--- config.mk ---
export PLATFORM = sky130hd
export DESIGN_NAME = sensor_timing_generator
export DESIGN_NICKNAME = d
export VERILOG_FILES = /design/src/include/stg_pkg.sv /design/src/rtl/sensor_timing_generator.sv
export VERILOG_INCLUDE_DIRS = /design/src /design/src/include
export SDC_FILE = /design/constraint.sdc
export NUM_CORES = 2
export LEC_CHECK = 0
export BUFFER_PORTS_ARGS = -buffer_cell sky130_fd_sc_hd__buf_2
export CORE_MARGIN = 1.5
export CORE_UTILIZATION = 45
export DETAILED_ROUTE_END_ITERATION = 10
export GPL_TIMING_DRIVEN = 0
export PLACE_DENSITY = 0.68
export SLEW_MARGIN = 20
export SYNTH_ARGS = -nofsm -noshare
export SYNTH_HDL_FRONTEND = slang
export SYNTH_SLANG_ARGS = --single-unit
--- constraint.sdc ---
create_clock -name i_clk_sys -period 8 [get_ports i_clk_sys]
set_clock_uncertainty 0.1 [all_clocks]
set_input_delay 0.4 -clock i_clk_sys [delete_from_list [all_inputs] [get_ports i_clk_sys]]
set_output_delay 0.4 -clock i_clk_sys [all_outputs]
set_load 0.01 [all_outputs]
--- src/include/stg_map.svh ---
// Constants for the sensor timing generator: APB offsets, fields, resets.
// Assumes a 32-bit APB with word-aligned registers.
`ifndef STG_MAP_SVH
`define STG_MAP_SVH
// -----------------------------------------------------------------
// Register offsets (byte addresses)
// -----------------------------------------------------------------
`define STG_OFF_CTRL      12'h000
`define STG_OFF_CFG       12'h004
`define STG_OFF_LINELEN   12'h008
`define STG_OFF_STATUS    12'h00C
`define STG_OFF_LEN_BASE  12'h100
`define STG_OFF_LVL_BASE  12'h200
`define STG_OFF_ONOFF     12'h300
`define STG_OFF_INV       12'h310
`define STG_OFF_POL       12'h314
// -----------------------------------------------------------------
// Field positions
// -----------------------------------------------------------------
`define STG_CTRL_LOCK     0
`define STG_CTRL_MASTER   1
`define STG_CFG_NINT_LO   0
`define STG_CFG_SMUL_LO   2
`define STG_CFG_PMUL_LO   4
`define STG_CFG_SH_MODE   6
`define STG_CFG_PHASE_LO  7
// -----------------------------------------------------------------
// Sizes and reset values
// -----------------------------------------------------------------
`define STG_NUM_STATES    31
`define STG_NUM_OUT       8
`define STG_NUM_TG        4
`define STG_LINELEN_RST   16'h0100
`define STG_CTRL_RST      32'h0000_0002
`define STG_UNMAPPED_DATA 32'h0000_0000
`endif

--- src/include/stg_pkg.sv ---
// Types for the sensor timing generator.
// Assumes stg_map.svh is on the include path.
package stg_pkg;
   typedef enum logic [2:0] {
      ST_IDLE  = 3'b001,
      ST_XFER  = 3'b010,
      ST_PIXEL = 3'b100
   } seq_state_t;
endpackage

--- src/rtl/sensor_timing_generator.sv ---
// Sensor timing generator: transfer-interval state sequencer, pixel portion,
// low-speed transfer gate ON/OFF, per-line inversion, APB register file.
// Assumes one 125 MHz clock; one clock is one pixel period; inputs synchronous.
//
// Chosen here: the APB register port and the placing of the registers.
`include "stg_map.svh"

// Operation
// - Up to 31 states, each drives a programmed level on every output.
// - Each state lasts its base length, 1 to 255 pixel periods.
// - State multiplier 2x/4x/8x/16x scales all state lengths.
// - First zero-length state ends the transfer interval.
// - Glitchless switch between interval and pixel timing, both ways.
// - Up to 4 intervals share the 31 states in fixed partitions.
// - Level bit one means high; per-output polarity may invert it.
// - Pixel portion: shift, reset, clamp toggle fast; gates give slow levels.
// - Each transfer gate has 16-bit ON and OFF pixel toggle points.
// - ON/OFF order gives low pulse, high pulse, constant high or low.
// - Shared 1x/2x/4x multiplier scales ON/OFF points and line length; here the fourth setting of the field also gives 8x.
// - Per-line inversion bit per output, shift pairs share one bit; here pairs a and b share bit 6, pair c has bit 7.
// - Advance to next sequence line at end of each transfer interval.
// - Master-select bit: one master, zero slave.
// - In master mode lock bit starts scan; lines repeat while set.
// - Master line period is scaled states plus scaled line length.
// - In slave mode a trigger pulse starts each line.
// - Output control bits flag scan start, line start, pixel type.
// - Sample/hold: reference strobe takes clamp ref, signal strobe pixel.
// - Strobes lie within one of 4 selectable coarse phase clocks; the signal strobe here falls one clock later, in the next phase.
// - Every sensor clock output has its own polarity bit; here shift pairs a and b share polarity bit 6.
module sensor_timing_generator (
   input  wire logic        i_clk_sys,                 // System clock, 125 MHz
   input  wire logic        i_sys_rst,                 // Sync reset, active high
   input  wire logic        psel,                      // APB select
   input  wire logic        penable,                   // APB access phase
   input  wire logic        pwrite,                    // APB write
   input  wire logic [11:0] paddr,                     // APB byte address
   input  wire logic [31:0] pwdata,                    // APB write data
   output logic      [31:0] prdata,                    // APB read data
   output logic             pready,                    // APB ready
   output logic             pslverr,                   // APB error
   input  wire logic        i_external_line_trigger,   // Slave line pulse
   output logic      [3:0]  o_transfer_gate_out,       // Transfer gates
   output logic      [2:0]  o_shift_clock_pair,        // Pairs a, b, c
   output logic             o_reset_gate_out,          // Reset gate
   output logic             o_clamp_pulse_out,         // Clamp pulse
   output logic      [3:0]  o_coarse_phase_clock,      // Four coarse phases
   output logic             o_ref_strobe,              // Clamp ref sample strobe
   output logic             o_sig_strobe,              // Signal sample strobe
   output logic      [4:0]  o_ctrl_bits                // Scan/line/type flags
);
   import stg_pkg::*;

   localparam int NS = `STG_NUM_STATES;
   localparam int NO = `STG_NUM_OUT;
   localparam int NT = `STG_NUM_TG;

   // -----------------------------------------------------------------
   // Register file
   // -----------------------------------------------------------------
   logic [1:0]  ctrl_ff;                // lock, master
   logic [9:0]  cfg_ff;
   logic [15:0] linelen_ff;
   logic [7:0]  len_ff [NS];
   logic [NO-1:0] lvl_ff [NS];
   logic [15:0] on_ff  [NT];
   logic [15:0] off_ff [NT];
   logic [NO-1:0] inv_ff [4];
   logic [NO-1:0] pol_ff;

   wire       acc     = psel & penable;
   wire       wr_acc  = acc & pwrite;
   // Word index; table slots past 30 read as unmapped
   wire [9:0] widx    = paddr[11:2] & 10'h03F;
   wire       in_len  = (paddr[11:8] == 4'h1) && (paddr[7:2] < 6'(NS));
   wire       in_lvl  = (paddr[11:8] == 4'h2) && (paddr[7:2] < 6'(NS));
   wire       in_onof = (paddr[11:4] == 8'h30);
   wire       is_ctrl = (paddr == `STG_OFF_CTRL);
   wire       is_cfg  = (paddr == `STG_OFF_CFG);
   wire       is_llen = (paddr == `STG_OFF_LINELEN);
   wire       is_stat = (paddr == `STG_OFF_STATUS);
   wire       is_inv  = (paddr == `STG_OFF_INV);
   wire       is_pol  = (paddr == `STG_OFF_POL);
   wire       mapped  = in_len | in_lvl | in_onof | is_ctrl | is_cfg | is_llen
                        | is_stat | is_inv | is_pol;
   wire [4:0] sidx    = widx[4:0];
   wire [1:0] tidx    = paddr[3:2];

   wire       master  = ctrl_ff[`STG_CTRL_MASTER];
   wire       lock    = ctrl_ff[`STG_CTRL_LOCK];
   wire [1:0] nint    = cfg_ff[`STG_CFG_NINT_LO +: 2];
   wire [1:0] smul    = cfg_ff[`STG_CFG_SMUL_LO +: 2];
   wire [1:0] pmul    = cfg_ff[`STG_CFG_PMUL_LO +: 2];
   wire       sh_mode = cfg_ff[`STG_CFG_SH_MODE];
   wire [1:0] phsel   = cfg_ff[`STG_CFG_PHASE_LO +: 2];

   // Register writes take effect only on the APB access edge
   always_ff @(posedge i_clk_sys) begin
      if (i_sys_rst) begin
         ctrl_ff    <= 2'(`STG_CTRL_RST);
         cfg_ff     <= 10'h000;
         linelen_ff <= `STG_LINELEN_RST;
         pol_ff     <= '0;
      end else if (wr_acc) begin
         if (is_ctrl) ctrl_ff    <= pwdata[1:0];
         if (is_cfg)  cfg_ff     <= pwdata[9:0];
         if (is_llen) linelen_ff <= pwdata[15:0];
         if (is_pol)  pol_ff     <= pwdata[NO-1:0];
      end
   end

   // Tables: lengths, levels, ON/OFF, inversion (reset to zero)
   always_ff @(posedge i_clk_sys) begin
      if (i_sys_rst) begin
         for (int k = 0; k < NS; k++) begin
            len_ff[k] <= 8'h00;
            lvl_ff[k] <= '0;
         end
         for (int k = 0; k < NT; k++) begin
            on_ff[k]  <= 16'h0000;
            off_ff[k] <= 16'h0000;
            inv_ff[k] <= '0;
         end
      end else if (wr_acc) begin
         if (in_len)  len_ff[sidx] <= pwdata[7:0];
         if (in_lvl)  lvl_ff[sidx] <= pwdata[NO-1:0];
         if (in_onof) begin
            on_ff[tidx]  <= pwdata[15:0];
            off_ff[tidx] <= pwdata[31:16];
         end
         if (is_inv) begin
            for (int k = 0; k < 4; k++) inv_ff[k] <= pwdata[8*k +: NO];
         end
      end
   end

   // -----------------------------------------------------------------
   // Sequencer
   // -----------------------------------------------------------------
   seq_state_t  st_ff;
   logic [4:0]  sti_ff;          // current state index
   logic [11:0] scnt_ff;         // scaled state count
   logic [17:0] pcnt_ff;         // pixel counter within pixel portion
   logic [1:0]  line_ff;         // line within sequence
   logic        first_ff;        // first line after lock rose
   logic        lock_d_ff;

   // interval partitions, first and last state per line
   logic [4:0] p_first, p_last;
   always_comb begin
      p_first = 5'd0;
      p_last  = 5'd30;
      case (nint)
         2'd1: begin p_first = line_ff[0] ? 5'd15 : 5'd0;
                     p_last  = line_ff[0] ? 5'd30 : 5'd14; end
         2'd2: begin
            case (line_ff)
               2'd0:    begin p_first = 5'd0;  p_last = 5'd9;  end
               2'd1:    begin p_first = 5'd10; p_last = 5'd19; end
               default: begin p_first = 5'd20; p_last = 5'd30; end
            endcase
         end
         2'd3: begin
            case (line_ff)
               2'd0:    begin p_first = 5'd0;  p_last = 5'd6;  end
               2'd1:    begin p_first = 5'd7;  p_last = 5'd14; end
               2'd2:    begin p_first = 5'd15; p_last = 5'd22; end
               default: begin p_first = 5'd23; p_last = 5'd30; end
            endcase
         end
         default: begin p_first = 5'd0; p_last = 5'd30; end
      endcase
   end

   wire [11:0] slen_s   = {4'h0, len_ff[sti_ff]} << (3'd1 + 3'(smul));
   // zero length or partition end closes the interval
   wire        cur_zero = (len_ff[sti_ff] == 8'h00);
   wire        st_done  = (scnt_ff + 12'd1 >= slen_s);
   wire [4:0]  sti_nx   = sti_ff + 5'd1;
   // Clamp the look-ahead so the table is never read past its end
   wire [4:0]  sti_la   = (sti_ff == 5'(NS - 1)) ? sti_ff : sti_nx;
   wire        nx_end   = (sti_ff == p_last) || (len_ff[sti_la] == 8'h00);
   // scaled line length ends the pixel portion
   wire [17:0] llen_s   = {2'b00, linelen_ff} << pmul;
   wire        pix_end  = (pcnt_ff + 18'd1 >= llen_s);
   // Line count wraps after the last configured interval
   wire [1:0]  line_nx  = (line_ff >= nint) ? 2'd0 : line_ff + 2'd1;
   // Master runs only while lock holds
   wire        run_m    = master & lock;
   wire        start    = master ? run_m : i_external_line_trigger;

   // State machine, one pixel period per clock
   always_ff @(posedge i_clk_sys) begin
      if (i_sys_rst) begin
         st_ff     <= ST_IDLE;
         sti_ff    <= 5'd0;
         scnt_ff   <= 12'h000;
         pcnt_ff   <= 18'h0_0000;
         line_ff   <= 2'd0;
         first_ff  <= 1'b0;
         lock_d_ff <= 1'b0;
      end else begin
         lock_d_ff <= lock;
         case (st_ff)
            ST_IDLE: begin
               // Master waits for lock, slave for a trigger
               line_ff <= 2'd0;
               if (start) begin
                  st_ff    <= ST_XFER;
                  sti_ff   <= 5'd0;
                  scnt_ff  <= 12'h000;
                  first_ff <= master & ~lock_d_ff;
               end
            end
            ST_XFER: begin
               scnt_ff <= scnt_ff + 12'd1;
               if (cur_zero || (st_done && nx_end)) begin
                  st_ff   <= ST_PIXEL;
                  pcnt_ff <= 18'h0_0000;
                  line_ff <= line_nx;
               end else if (st_done) begin
                  sti_ff  <= sti_nx;
                  scnt_ff <= 12'h000;
               end
            end
            ST_PIXEL: begin
               pcnt_ff <= pcnt_ff + 18'd1;
               // line ends on length or trigger
               if ((master && pix_end) || (!master && i_external_line_trigger)) begin
                  first_ff <= 1'b0;
                  if (master && !lock) begin
                     st_ff <= ST_IDLE;
                  end else begin
                     st_ff   <= ST_XFER;
                     sti_ff  <= p_first;
                     scnt_ff <= 12'h000;
                  end
               end else if (master && !lock) begin
                  // Lock cleared mid-line: park at once
                  st_ff <= ST_IDLE;
               end
            end
            default: st_ff <= ST_IDLE;
         endcase
      end
   end

   // -----------------------------------------------------------------
   // Output generation
   // -----------------------------------------------------------------
   // Inversion bits apply to the line being read out
   // line_ff already moved on, so step back one
   wire [1:0]    pl_line = (line_ff == 2'd0) ? nint : line_ff - 2'd1;
   wire [NO-1:0] inv_cur = inv_ff[pl_line];
   wire          pix_ph  = pcnt_ff[0];
   wire [15:0]   pix_num = 16'(pcnt_ff >> pmul);
   logic [NO-1:0] lvl_int;
   logic [NT-1:0] tg_slow;

   // ON/OFF window per transfer gate
   // Points compare against the scaled pixel number
   genvar g;
   generate
      for (g = 0; g < NT; g++) begin : g_tg
         wire after_on  = pix_num >= on_ff[g];
         wire after_off = pix_num >= off_ff[g];
         assign tg_slow[g] = (on_ff[g] <= off_ff[g]) ? (after_on & ~after_off)
                                                     : (after_on | ~after_off);
      end
   endgenerate

   // select interval levels or pixel timing
   always_comb begin
      lvl_int = '0;
      case (st_ff)
         ST_XFER:  lvl_int = lvl_ff[sti_ff];
         ST_PIXEL: lvl_int = {~pix_ph, ~pix_ph, {2{pix_ph}}, tg_slow} ^ inv_cur;
         default:  lvl_int = '0;
      endcase
   end

   wire [NO-1:0] pin_nx = lvl_int ^ pol_ff;

   logic [NO-1:0] pin_ff;
   logic [1:0]    ph_ff;
   logic [4:0]    cb_ff;
   logic          rstb_ff, sstb_ff;
   // four coarse phases of the pixel clock.
   // Phase output comes from the same count as the strobes,
   // so the reference strobe always lands inside the selected phase.
   wire [3:0] phase_nx = 4'b0001 << ph_ff;
   wire       sel_ph   = (ph_ff == phsel);

   // registered pins, so mode switch is glitch-free
   always_ff @(posedge i_clk_sys) begin
      if (i_sys_rst) begin
         pin_ff  <= '0;
         ph_ff   <= 2'd0;
         cb_ff   <= 5'h00;
         rstb_ff <= 1'b0;
         sstb_ff <= 1'b0;
      end else begin
         pin_ff <= pin_nx;
         ph_ff  <= ph_ff + 2'd1;
         // scan start, line start, pixel type
         // Flags lag the sequencer one clock, like the pins
         cb_ff  <= {st_ff == ST_XFER,
                    (first_ff && st_ff == ST_XFER) ? 4'hF
                    : (st_ff == ST_PIXEL) ? {2'b00, line_ff} + 4'h1 : 4'h0};
         // reference strobe in selected phase, sample/hold mode only.
         // Signal strobe trails the reference by one clock, so the
         // reference is held first wherever the line started.
         rstb_ff <= sh_mode & (st_ff == ST_PIXEL) & sel_ph;
         sstb_ff <= rstb_ff;
      end
   end

   logic [3:0] phase_ff;
   always_ff @(posedge i_clk_sys) begin
      if (i_sys_rst) phase_ff <= 4'b0001;
      else           phase_ff <= phase_nx;
   end

   // Pin map: [3:0] gates, [4] reset, [5] clamp, [7:6] shift pairs
   assign o_transfer_gate_out  = pin_ff[3:0];
   assign o_reset_gate_out     = pin_ff[4];
   assign o_clamp_pulse_out    = pin_ff[5];
   assign o_shift_clock_pair   = {pin_ff[7], pin_ff[6], pin_ff[6]};
   assign o_coarse_phase_clock = phase_ff;
   assign o_ref_strobe         = rstb_ff;
   assign o_sig_strobe         = sstb_ff;
   assign o_ctrl_bits          = cb_ff;

   // -----------------------------------------------------------------
   // APB read path, single wait-free access phase
   // -----------------------------------------------------------------
   logic [31:0] rd_mux;
   always_comb begin
      rd_mux = `STG_UNMAPPED_DATA;
      if (is_ctrl)      rd_mux = {30'h0, ctrl_ff};
      else if (is_cfg)  rd_mux = {22'h0, cfg_ff};
      else if (is_llen) rd_mux = {16'h0, linelen_ff};
      // Status: line, state index, state code, first-line flag
      else if (is_stat) rd_mux = {21'h0, line_ff, sti_ff, 3'(st_ff), first_ff};
      else if (in_len)  rd_mux = {24'h0, len_ff[sidx]};
      else if (in_lvl)  rd_mux = {24'h0, lvl_ff[sidx]};
      else if (in_onof) rd_mux = {off_ff[tidx], on_ff[tidx]};
      else if (is_inv)  rd_mux = {inv_ff[3], inv_ff[2], inv_ff[1], inv_ff[0]};
      else if (is_pol)  rd_mux = {24'h0, pol_ff};
   end

   // Ready answers every setup cycle: one access clock,
   // read data taken from the setup-cycle address
   logic [31:0] prdata_ff;
   logic        pready_ff, pslverr_ff;
   always_ff @(posedge i_clk_sys) begin
      if (i_sys_rst) begin
         prdata_ff  <= 32'h0000_0000;
         pready_ff  <= 1'b0;
         pslverr_ff <= 1'b0;
      end else begin
         pready_ff  <= psel & ~penable;
         pslverr_ff <= psel & ~penable & ~mapped;
         prdata_ff  <= (psel & ~penable & ~pwrite) ? rd_mux : 32'h0000_0000;
      end
   end
   assign prdata  = prdata_ff;
   assign pready  = pready_ff;
   assign pslverr = pslverr_ff;
endmodule

=== After elaboration in Yosys (flattened, before gate mapping) ===
Memories as Yosys holds them, arrays and structs flattened. A register that Yosys moved wholly into a read port is not among the register bits.
Index checks and enable logic that the tools add are counted.

* $lt $le $gt $ge: 16
* Bitwise gates (word level): 41
* Multiplexer cells: 91
* Eq/ne operators: 26
* Reductions and logical operators: 38
* Shifts and indexed selects: 4
* $add $sub $neg: 8

{| class="wikitable"
|+ Operator list
! kind !! number
|-
| 16-bit >= comparator || 8
|-
| 16-bit 2-to-1 mux || 6
|-
| 5-bit one-hot mux with 3 select lines || 5
|-
| 5-bit 2-to-1 mux || 13
|-
| 16-bit less-or-equal comparator || 4
|-
| 32-bit 2-to-1 mux || 2
|-
| 12-bit 2-to-1 mux || 5
|-
| 8-bit 2-to-1 mux || 7
|-
| 12-bit one-hot mux with 3 select lines || 1
|-
| 18-bit one-hot mux with 2 select lines || 1
|-
| 16-bit OR reduction || 2
|-
| 1-bit 2-to-1 mux || 29
|-
| 12-bit by 10-bit equality test with 1-bit output, second input constant || 2
|-
| 12-bit by 4-bit equality test with 1-bit output, second input constant || 2
|-
| 8-bit OR reduction || 3
|-
| 5-bit one-hot mux with 2 select lines || 2
|-
| 18-bit by 1-bit adder with 18-bit output, second input constant || 1
|-
| 18-bit >= comparator || 1
|-
| 18-bit 2-to-1 mux || 1
|-
| 16-bit by 2-bit left shift with 18-bit output || 1
|-
| 18-bit by 2-bit >> shifter with 16-bit output || 1
|-
| 8-bit zero test || 2
|-
| 1-bit OR || 16
|-
| 8-bit one-hot mux with 2 select lines || 1
|-
| other kinds (49) || 108
|}

* Word-level logic and storage cells: 252
* Output and inout bits: 54
* Memories: 5
* Register bits after elaboration: 133
* Memory bits (writable): 656

{| class="wikitable"
|+ Memory list
! memory !! depth !! width !! read ports !! clocked after memory_dff !! write ports !! line !! text
|-
| len_ff || 31 || 8 || 3 || 1 || 31 || sensor_timing_generator.sv:63 || <nowiki>logic [7:0] len_ff [NS];</nowiki>
|-
| lvl_ff || 31 || 8 || 2 || 1 || 31 || sensor_timing_generator.sv:64 || <nowiki>logic [NO-1:0] lvl_ff [NS];</nowiki>
|-
| off_ff || 4 || 16 || 5 || 0 || 4 || sensor_timing_generator.sv:66 || <nowiki>logic [15:0] off_ff [NT];</nowiki>
|-
| on_ff || 4 || 16 || 5 || 0 || 4 || sensor_timing_generator.sv:65 || <nowiki>logic [15:0] on_ff [NT];</nowiki>
|-
| inv_ff || 4 || 8 || 5 || 0 || 4 || sensor_timing_generator.sv:67 || <nowiki>logic [NO-1:0] inv_ff [4];</nowiki>
|}

=== Depth between registers and ports, before layout ===
* Depth in word-level cells: 12
* Gate-level depth with buffers: 23

=== Least setup slack after synthesis ===
OpenSTA, ideal clock, no wires.

* Path type: in2reg
* From: in paddr[6]
* To: mem off_ff[3][0] (enable)
* Setup time: 0.511 ns
* Cell stages on the path: 5
* Path buffers: 3
* Path slack: 2.682 ns
* Arrival: 4.707 ns
* Data required time: 7.389 ns
* Path through: clkbuf_1 -> or3_1 -> clkbuf_1 -> clkbuf_1 -> o41ai_1

{| class="wikitable"
|+ RTL lines
! item !! line !! text
|-
| start: declaration || sensor_timing_generator.sv:36 || <nowiki>input wire logic [11:0] paddr,</nowiki>
|-
| end: declaration || sensor_timing_generator.sv:66 ||
|}

==> qor.log <==
qor: floorplanning.die_area 110,000 um^2
qor: place.post-place-cells 5,722
qor: floorplanning.ios 104
qor: logic_synthesis.yosys-top-cells-area sky130_fd_sc_hd__edfxtp_1, sky130_fd_sc_hd__mux4_2, sky130_fd_sc_hd__and2_1, sky130_fd_sc_hd__ha_1, sky130_fd_sc_hd__dfxtp_1
qor: worst_setup_path.crit_fanout 10
qor: hold_path.hold_depth 3
qor: place.numPortBuffers 102
qor: hold_path.holdCritStartpoint pwrite
qor: global_route.pin_count_of_the_biggest_net_entering_global_routing 26
qor: timing.rsz0062_at_grt false
qor: timing.period_needed 6770 ps
qor: logic_synthesis.syn_area 48,800 um^2
qor: worst_setup_path.timing.critical_path.to_type flip-flop
qor: timing.finalHoldViolations 0
qor: final_layout.layout_cells_excl_fill 5,938
qor: drt.dr.pass1.iters 9
qor: floorplanning.core_region_area 107,000 um^2
qor: timing.timing_max_transition_violations_final 0
qor: pwr.power.internal 0.00785 W
qor: final_layout.areaGrowthSynthToFinish 12.5%
qor: cts.numClockSinks 810
qor: global_route.groute.usage.overall 38.5%
qor: floorplanning.initial_core_util 45.5%
qor: outcome.outcome finished clean
qor: floorplanning.chipWidth 332 um
qor: logic_synthesis.post-synth-top-area-fraction 41.3%
qor: final_layout.final_layout_size_suffix_gt1_share 15.7%
qor: place.placement.cell_area 51,400 um^2
qor: final_layout.final_common_cell sky130_fd_sc_hd__edfxtp_1
qor: place.routabilityCongestion 1.06
qor: logic_synthesis.yosysWarnings 0
qor: pwr.power.total 0.0111 W
qor: cts.cts_buffers 93
qor: pwr.switching_power 0.00320 W
qor: job.drv.max_cap_violation_count 0
qor: final_layout.most-common-layout-cells sky130_fd_sc_hd__edfxtp_1, sky130_fd_sc_hd__and2_1, sky130_fd_sc_hd__mux4_2, sky130_fd_sc_hd__nor2_1, sky130_fd_sc_hd__nand2_1
qor: drt.route.vias.total 40,000
qor: logic_synthesis.most_used_dff_post_synth sky130_fd_sc_hd__edfxtp_1
qor: hold_path.min-delay-path-class input pin to flip-flop
qor: drt.drt_first_iter_violations 6,098
qor: pwr.p_clk_share 40.0%
qor: pwr.power.static_leakage 20.4 nW
qor: cts.clk_root_buffer_cell sky130_fd_sc_hd__clkbuf_16
qor: final_layout.final_design_area_no_fill 54,900 um^2
qor: worst_setup_path.timing.rr.end pcnt_ff[5]$_SDFFE_PP0P_
qor: timing.finalSetupViolations 0
qor: timing.slew_limit_headroom 12.8%
qor: final_layout.fin_nets 4,735
qor: logic_synthesis.synth_cell_type_count 83
qor: pwr.power_switching_share 29.0%
qor: drt.drt-vias-per-instance 6.74
qor: worst_setup_path.critPathRequiredTime 8500 ps
qor: final_layout.fill_cells 9,352
qor: logic_synthesis.synth-edff-count 672
qor: global_route.gr-total-overflow 0
qor: cts.clock_tree.htree_level_count 3
qor: timing.final.period_utilization 84.6%
qor: timing.holdWs 49.4 ps
qor: cts.tritoncts yes
qor: final_layout.utilization 51.2%
qor: hold_path.holdPathEnd prdata[1]$_SDFF_PP0_
qor: worst_setup_path.rr_worst_depth 21
qor: global_route.antenna_found_initial 16
qor: drt.final_antenna_net_count 0
qor: worst_setup_path.r2r_slack 1230 ps
qor: worst_setup_path.worst_ep_arrival_time 7270 ps
qor: cts.max_buffers_root_to_sink 3
qor: logic_synthesis.postSynthAreaPerCell 11.7 um^2
qor: worst_setup_path.worstSetupPathType flip-flop to flip-flop
qor: floorplanning.placementRows 120
qor: logic_synthesis.synth-seq-area-share 47.0%
qor: logic_synthesis.netlist.top_cell.by_area sky130_fd_sc_hd__edfxtp_1
qor: logic_synthesis.synth_seq_cells 810
qor: cts.insertion_delay_to_the_later_sink_of_the_worst_skew_pair 710 ps
qor: timing.tightestPinTransition 1310 ps
qor: pwr.seq_power_share 45.0%
qor: logic_synthesis.fraction_of_synthesis_flops_using_an_asynchronous_set_or_reset_pin 0%
qor: timing.achievable-frequency 0.148 GHz
qor: place.place_hpwl 166,000 um
qor: pwr.powerDensity 201 nW/um^2
qor: cts.worst_setup_hold_path_clk_slew 60 ps
qor: floorplanning.die_height 332 um
qor: pwr.logic_pwr_share 15.0%
qor: worst_setup_path.worstSetupStartpointType flip-flop
qor: pwr.ir_drop 247 uV
qor: logic_synthesis.postSynthCellCount 4,181
qor: drt.post-route-drc-count 0
qor: global_route.number_of_global_route_vias_before_repair 37,900
qor: drt.routed_wire_length_per_instance 36.4 um
qor: global_route.grt_pass1_wl 296,000 um
qor: drt.drt-total-wl 216,000 um
==> cell families after synthesis <==
| group | Yosys count | share of synthesized area (%) |
|---|---|---|
| simple gates | 1490 | 16.1 |
| fa+ha+maj | 238 | 6.09 |
| xor+xnor | 55 | 1.04 |
| flops | 810 | 47.0 |
| other cells | 1 | 0.00768 |
| mux | 444 | 16.9 |
| buf+inv | 490 | 4.01 |
| compound gates | 653 | 8.77 |
==> worst max-delay path by stage <==
stage	start	endpoint	slack, ps	depth (start not counted)
after floorplan	paddr[6]	off_ff[3][0]$_DFFE_PP_	2680	5
after global placement	paddr[6]	off_ff[3][11]$_DFFE_PP_	-1570	6
after detailed placement	flip-flop	pcnt_ff[5]$_SDFFE_PP0P_	1510	19
after CTS	flip-flop	pcnt_ff[11]$_SDFFE_PP0P_	1480	19
after global routing	flip-flop	pcnt_ff[10]$_SDFFE_PP0P_	1170	21
final	flip-flop	pcnt_ff[5]$_SDFFE_PP0P_	1230	21
==> layout make-up <==
cell class / count / area [um^2] / share of cell area, %
well taps: 1403 / 1760 / 3.20
flip-flops and latches: 810 / 22900 / 41.8
diodes: 7 / 17.5 / 0.0319
multi-input cells: 2896 / 24000 / 43.7
repair buffers: 158 / 1090 / 1.98
clock buffers: 125 / 2620 / 4.78
inverters: 200 / 751 / 1.37
plain buffers: 290 / 1240 / 2.25
clock inverters: 49 / 492 / 0.895
==> critical path: stages (launching register included) <==
cell                       delay [ps]
sky130_fd_sc_hd__dfxtp_1          650
sky130_fd_sc_hd__buf_4            340
sky130_fd_sc_hd__buf_4            320
sky130_fd_sc_hd__buf_2            470
sky130_fd_sc_hd__buf_2            480
sky130_fd_sc_hd__mux4_2           400
sky130_fd_sc_hd__mux4_2           470
sky130_fd_sc_hd__mux2i_1          840
sky130_fd_sc_hd__nand2_1          100
sky130_fd_sc_hd__o21ai_0          140
sky130_fd_sc_hd__mux2_2           220
sky130_fd_sc_hd__nand2_1           50
sky130_fd_sc_hd__o21ai_0          150
sky130_fd_sc_hd__ha_1             300
sky130_fd_sc_hd__o21a_1           170
sky130_fd_sc_hd__o21a_1           160
sky130_fd_sc_hd__o21a_1           160
sky130_fd_sc_hd__o22ai_1          210
sky130_fd_sc_hd__o21ba_2          290
sky130_fd_sc_hd__o21ai_2          170
sky130_fd_sc_hd__buf_6            230
sky130_fd_sc_hd__a211oi_1         210
==> Yosys cell counts, types with 8 or more instances <==
| cell | n |
|---|---|
| sky130_fd_sc_hd__and3_1 | 30 |
| sky130_fd_sc_hd__nor2_1 | 293 |
| sky130_fd_sc_hd__nor3b_1 | 11 |
| sky130_fd_sc_hd__ha_1 | 236 |
| sky130_fd_sc_hd__o21ai_0 | 149 |
| sky130_fd_sc_hd__buf_1 | 31 |
| sky130_fd_sc_hd__nand4_1 | 38 |
| sky130_fd_sc_hd__nand2_1 | 256 |
| sky130_fd_sc_hd__buf_4 | 13 |
| sky130_fd_sc_hd__nor2b_1 | 46 |
| sky130_fd_sc_hd__xor2_1 | 22 |
| sky130_fd_sc_hd__xnor2_1 | 31 |
| sky130_fd_sc_hd__mux4_2 | 304 |
| sky130_fd_sc_hd__nand3_1 | 66 |
| sky130_fd_sc_hd__o22ai_1 | 13 |
| sky130_fd_sc_hd__a21o_1 | 50 |
| sky130_fd_sc_hd__o211ai_1 | 10 |
| sky130_fd_sc_hd__edfxtp_1 | 672 |
| sky130_fd_sc_hd__inv_1 | 197 |
| sky130_fd_sc_hd__o21a_1 | 30 |
| sky130_fd_sc_hd__or2_2 | 8 |
| sky130_fd_sc_hd__and2_1 | 532 |
| sky130_fd_sc_hd__or3_1 | 11 |
| sky130_fd_sc_hd__clkbuf_1 | 200 |
| sky130_fd_sc_hd__a31oi_1 | 32 |
| sky130_fd_sc_hd__o31ai_1 | 8 |
| sky130_fd_sc_hd__buf_2 | 44 |
| sky130_fd_sc_hd__nor4_1 | 73 |
| sky130_fd_sc_hd__a211oi_1 | 36 |
| sky130_fd_sc_hd__mux2_2 | 21 |
| sky130_fd_sc_hd__a2111oi_0 | 9 |
| sky130_fd_sc_hd__a22oi_1 | 74 |
| sky130_fd_sc_hd__nor3_1 | 67 |
| sky130_fd_sc_hd__a22o_1 | 13 |
| sky130_fd_sc_hd__mux2i_1 | 119 |
| sky130_fd_sc_hd__a221oi_1 | 15 |
| sky130_fd_sc_hd__nand2b_1 | 26 |
| sky130_fd_sc_hd__o2111ai_1 | 8 |
| sky130_fd_sc_hd__a21oi_1 | 142 |
| sky130_fd_sc_hd__dfxtp_1 | 138 |
| sky130_fd_sc_hd__or4_1 | 8 |
==> per-stage QoR <==
stage,setup TNS [ps],worst slack (ps)
CTS,0,1480
detailed placement,0,1510
finish,0,1230
global placement,-50010,-1570
global route,0,1170
floorplan,0,2680
==> registers in the layout, summed over array words and instances (netlist names), 3 cells and up, named ones only <==
name and flops:
cfg_ff 10, inv_ff 32, len_ff 256, linelen_ff 16, lvl_ff 256, o_coarse_phase_clock 4, o_ctrl_bits 5, off_ff 64
on_ff 64, pcnt_ff 18, pin_ff 8, pol_ff 8, prdata 32, scnt_ff 12, st_ff 3, sti_ff 5
==> power groups by stage <==
stage	Sequential [W]	Clock (W)	Combinational, W
finish	0.00497	0.00443	0.00166
global route	0.00497	0.00456	0.00167
CTS	0.00495	0.00442	0.00158
detailed placement	0.00504	0	0.00156
global placement	0.00504	0	0.00154
floorplan	0.00492	0	0.000906
==> what timing repair did <==
| action | 4_1_cts | 5_1_grt |
|---|---|---|
| gates resized for setup | 0 | 0 |
| endpoints found under the hold margin | 84 | 0 |
| hold buffers | 35 | 0 |
| setup buffers | 0 | 0 |
==> metal layers <==
metal | global-route usage, % | vias up | part of all wire (%)
li1 | - | 16200 | -
met1 | 49.5 | 19900 | 37
met2 | 57.1 | 3149 | 43
met3 | 12.3 | 753 | 13
met4 | 22.2 | 16 | 6.8
met5 | 0 | - | 0.051
Note: power is estimated with default switching activity, not from simulation.
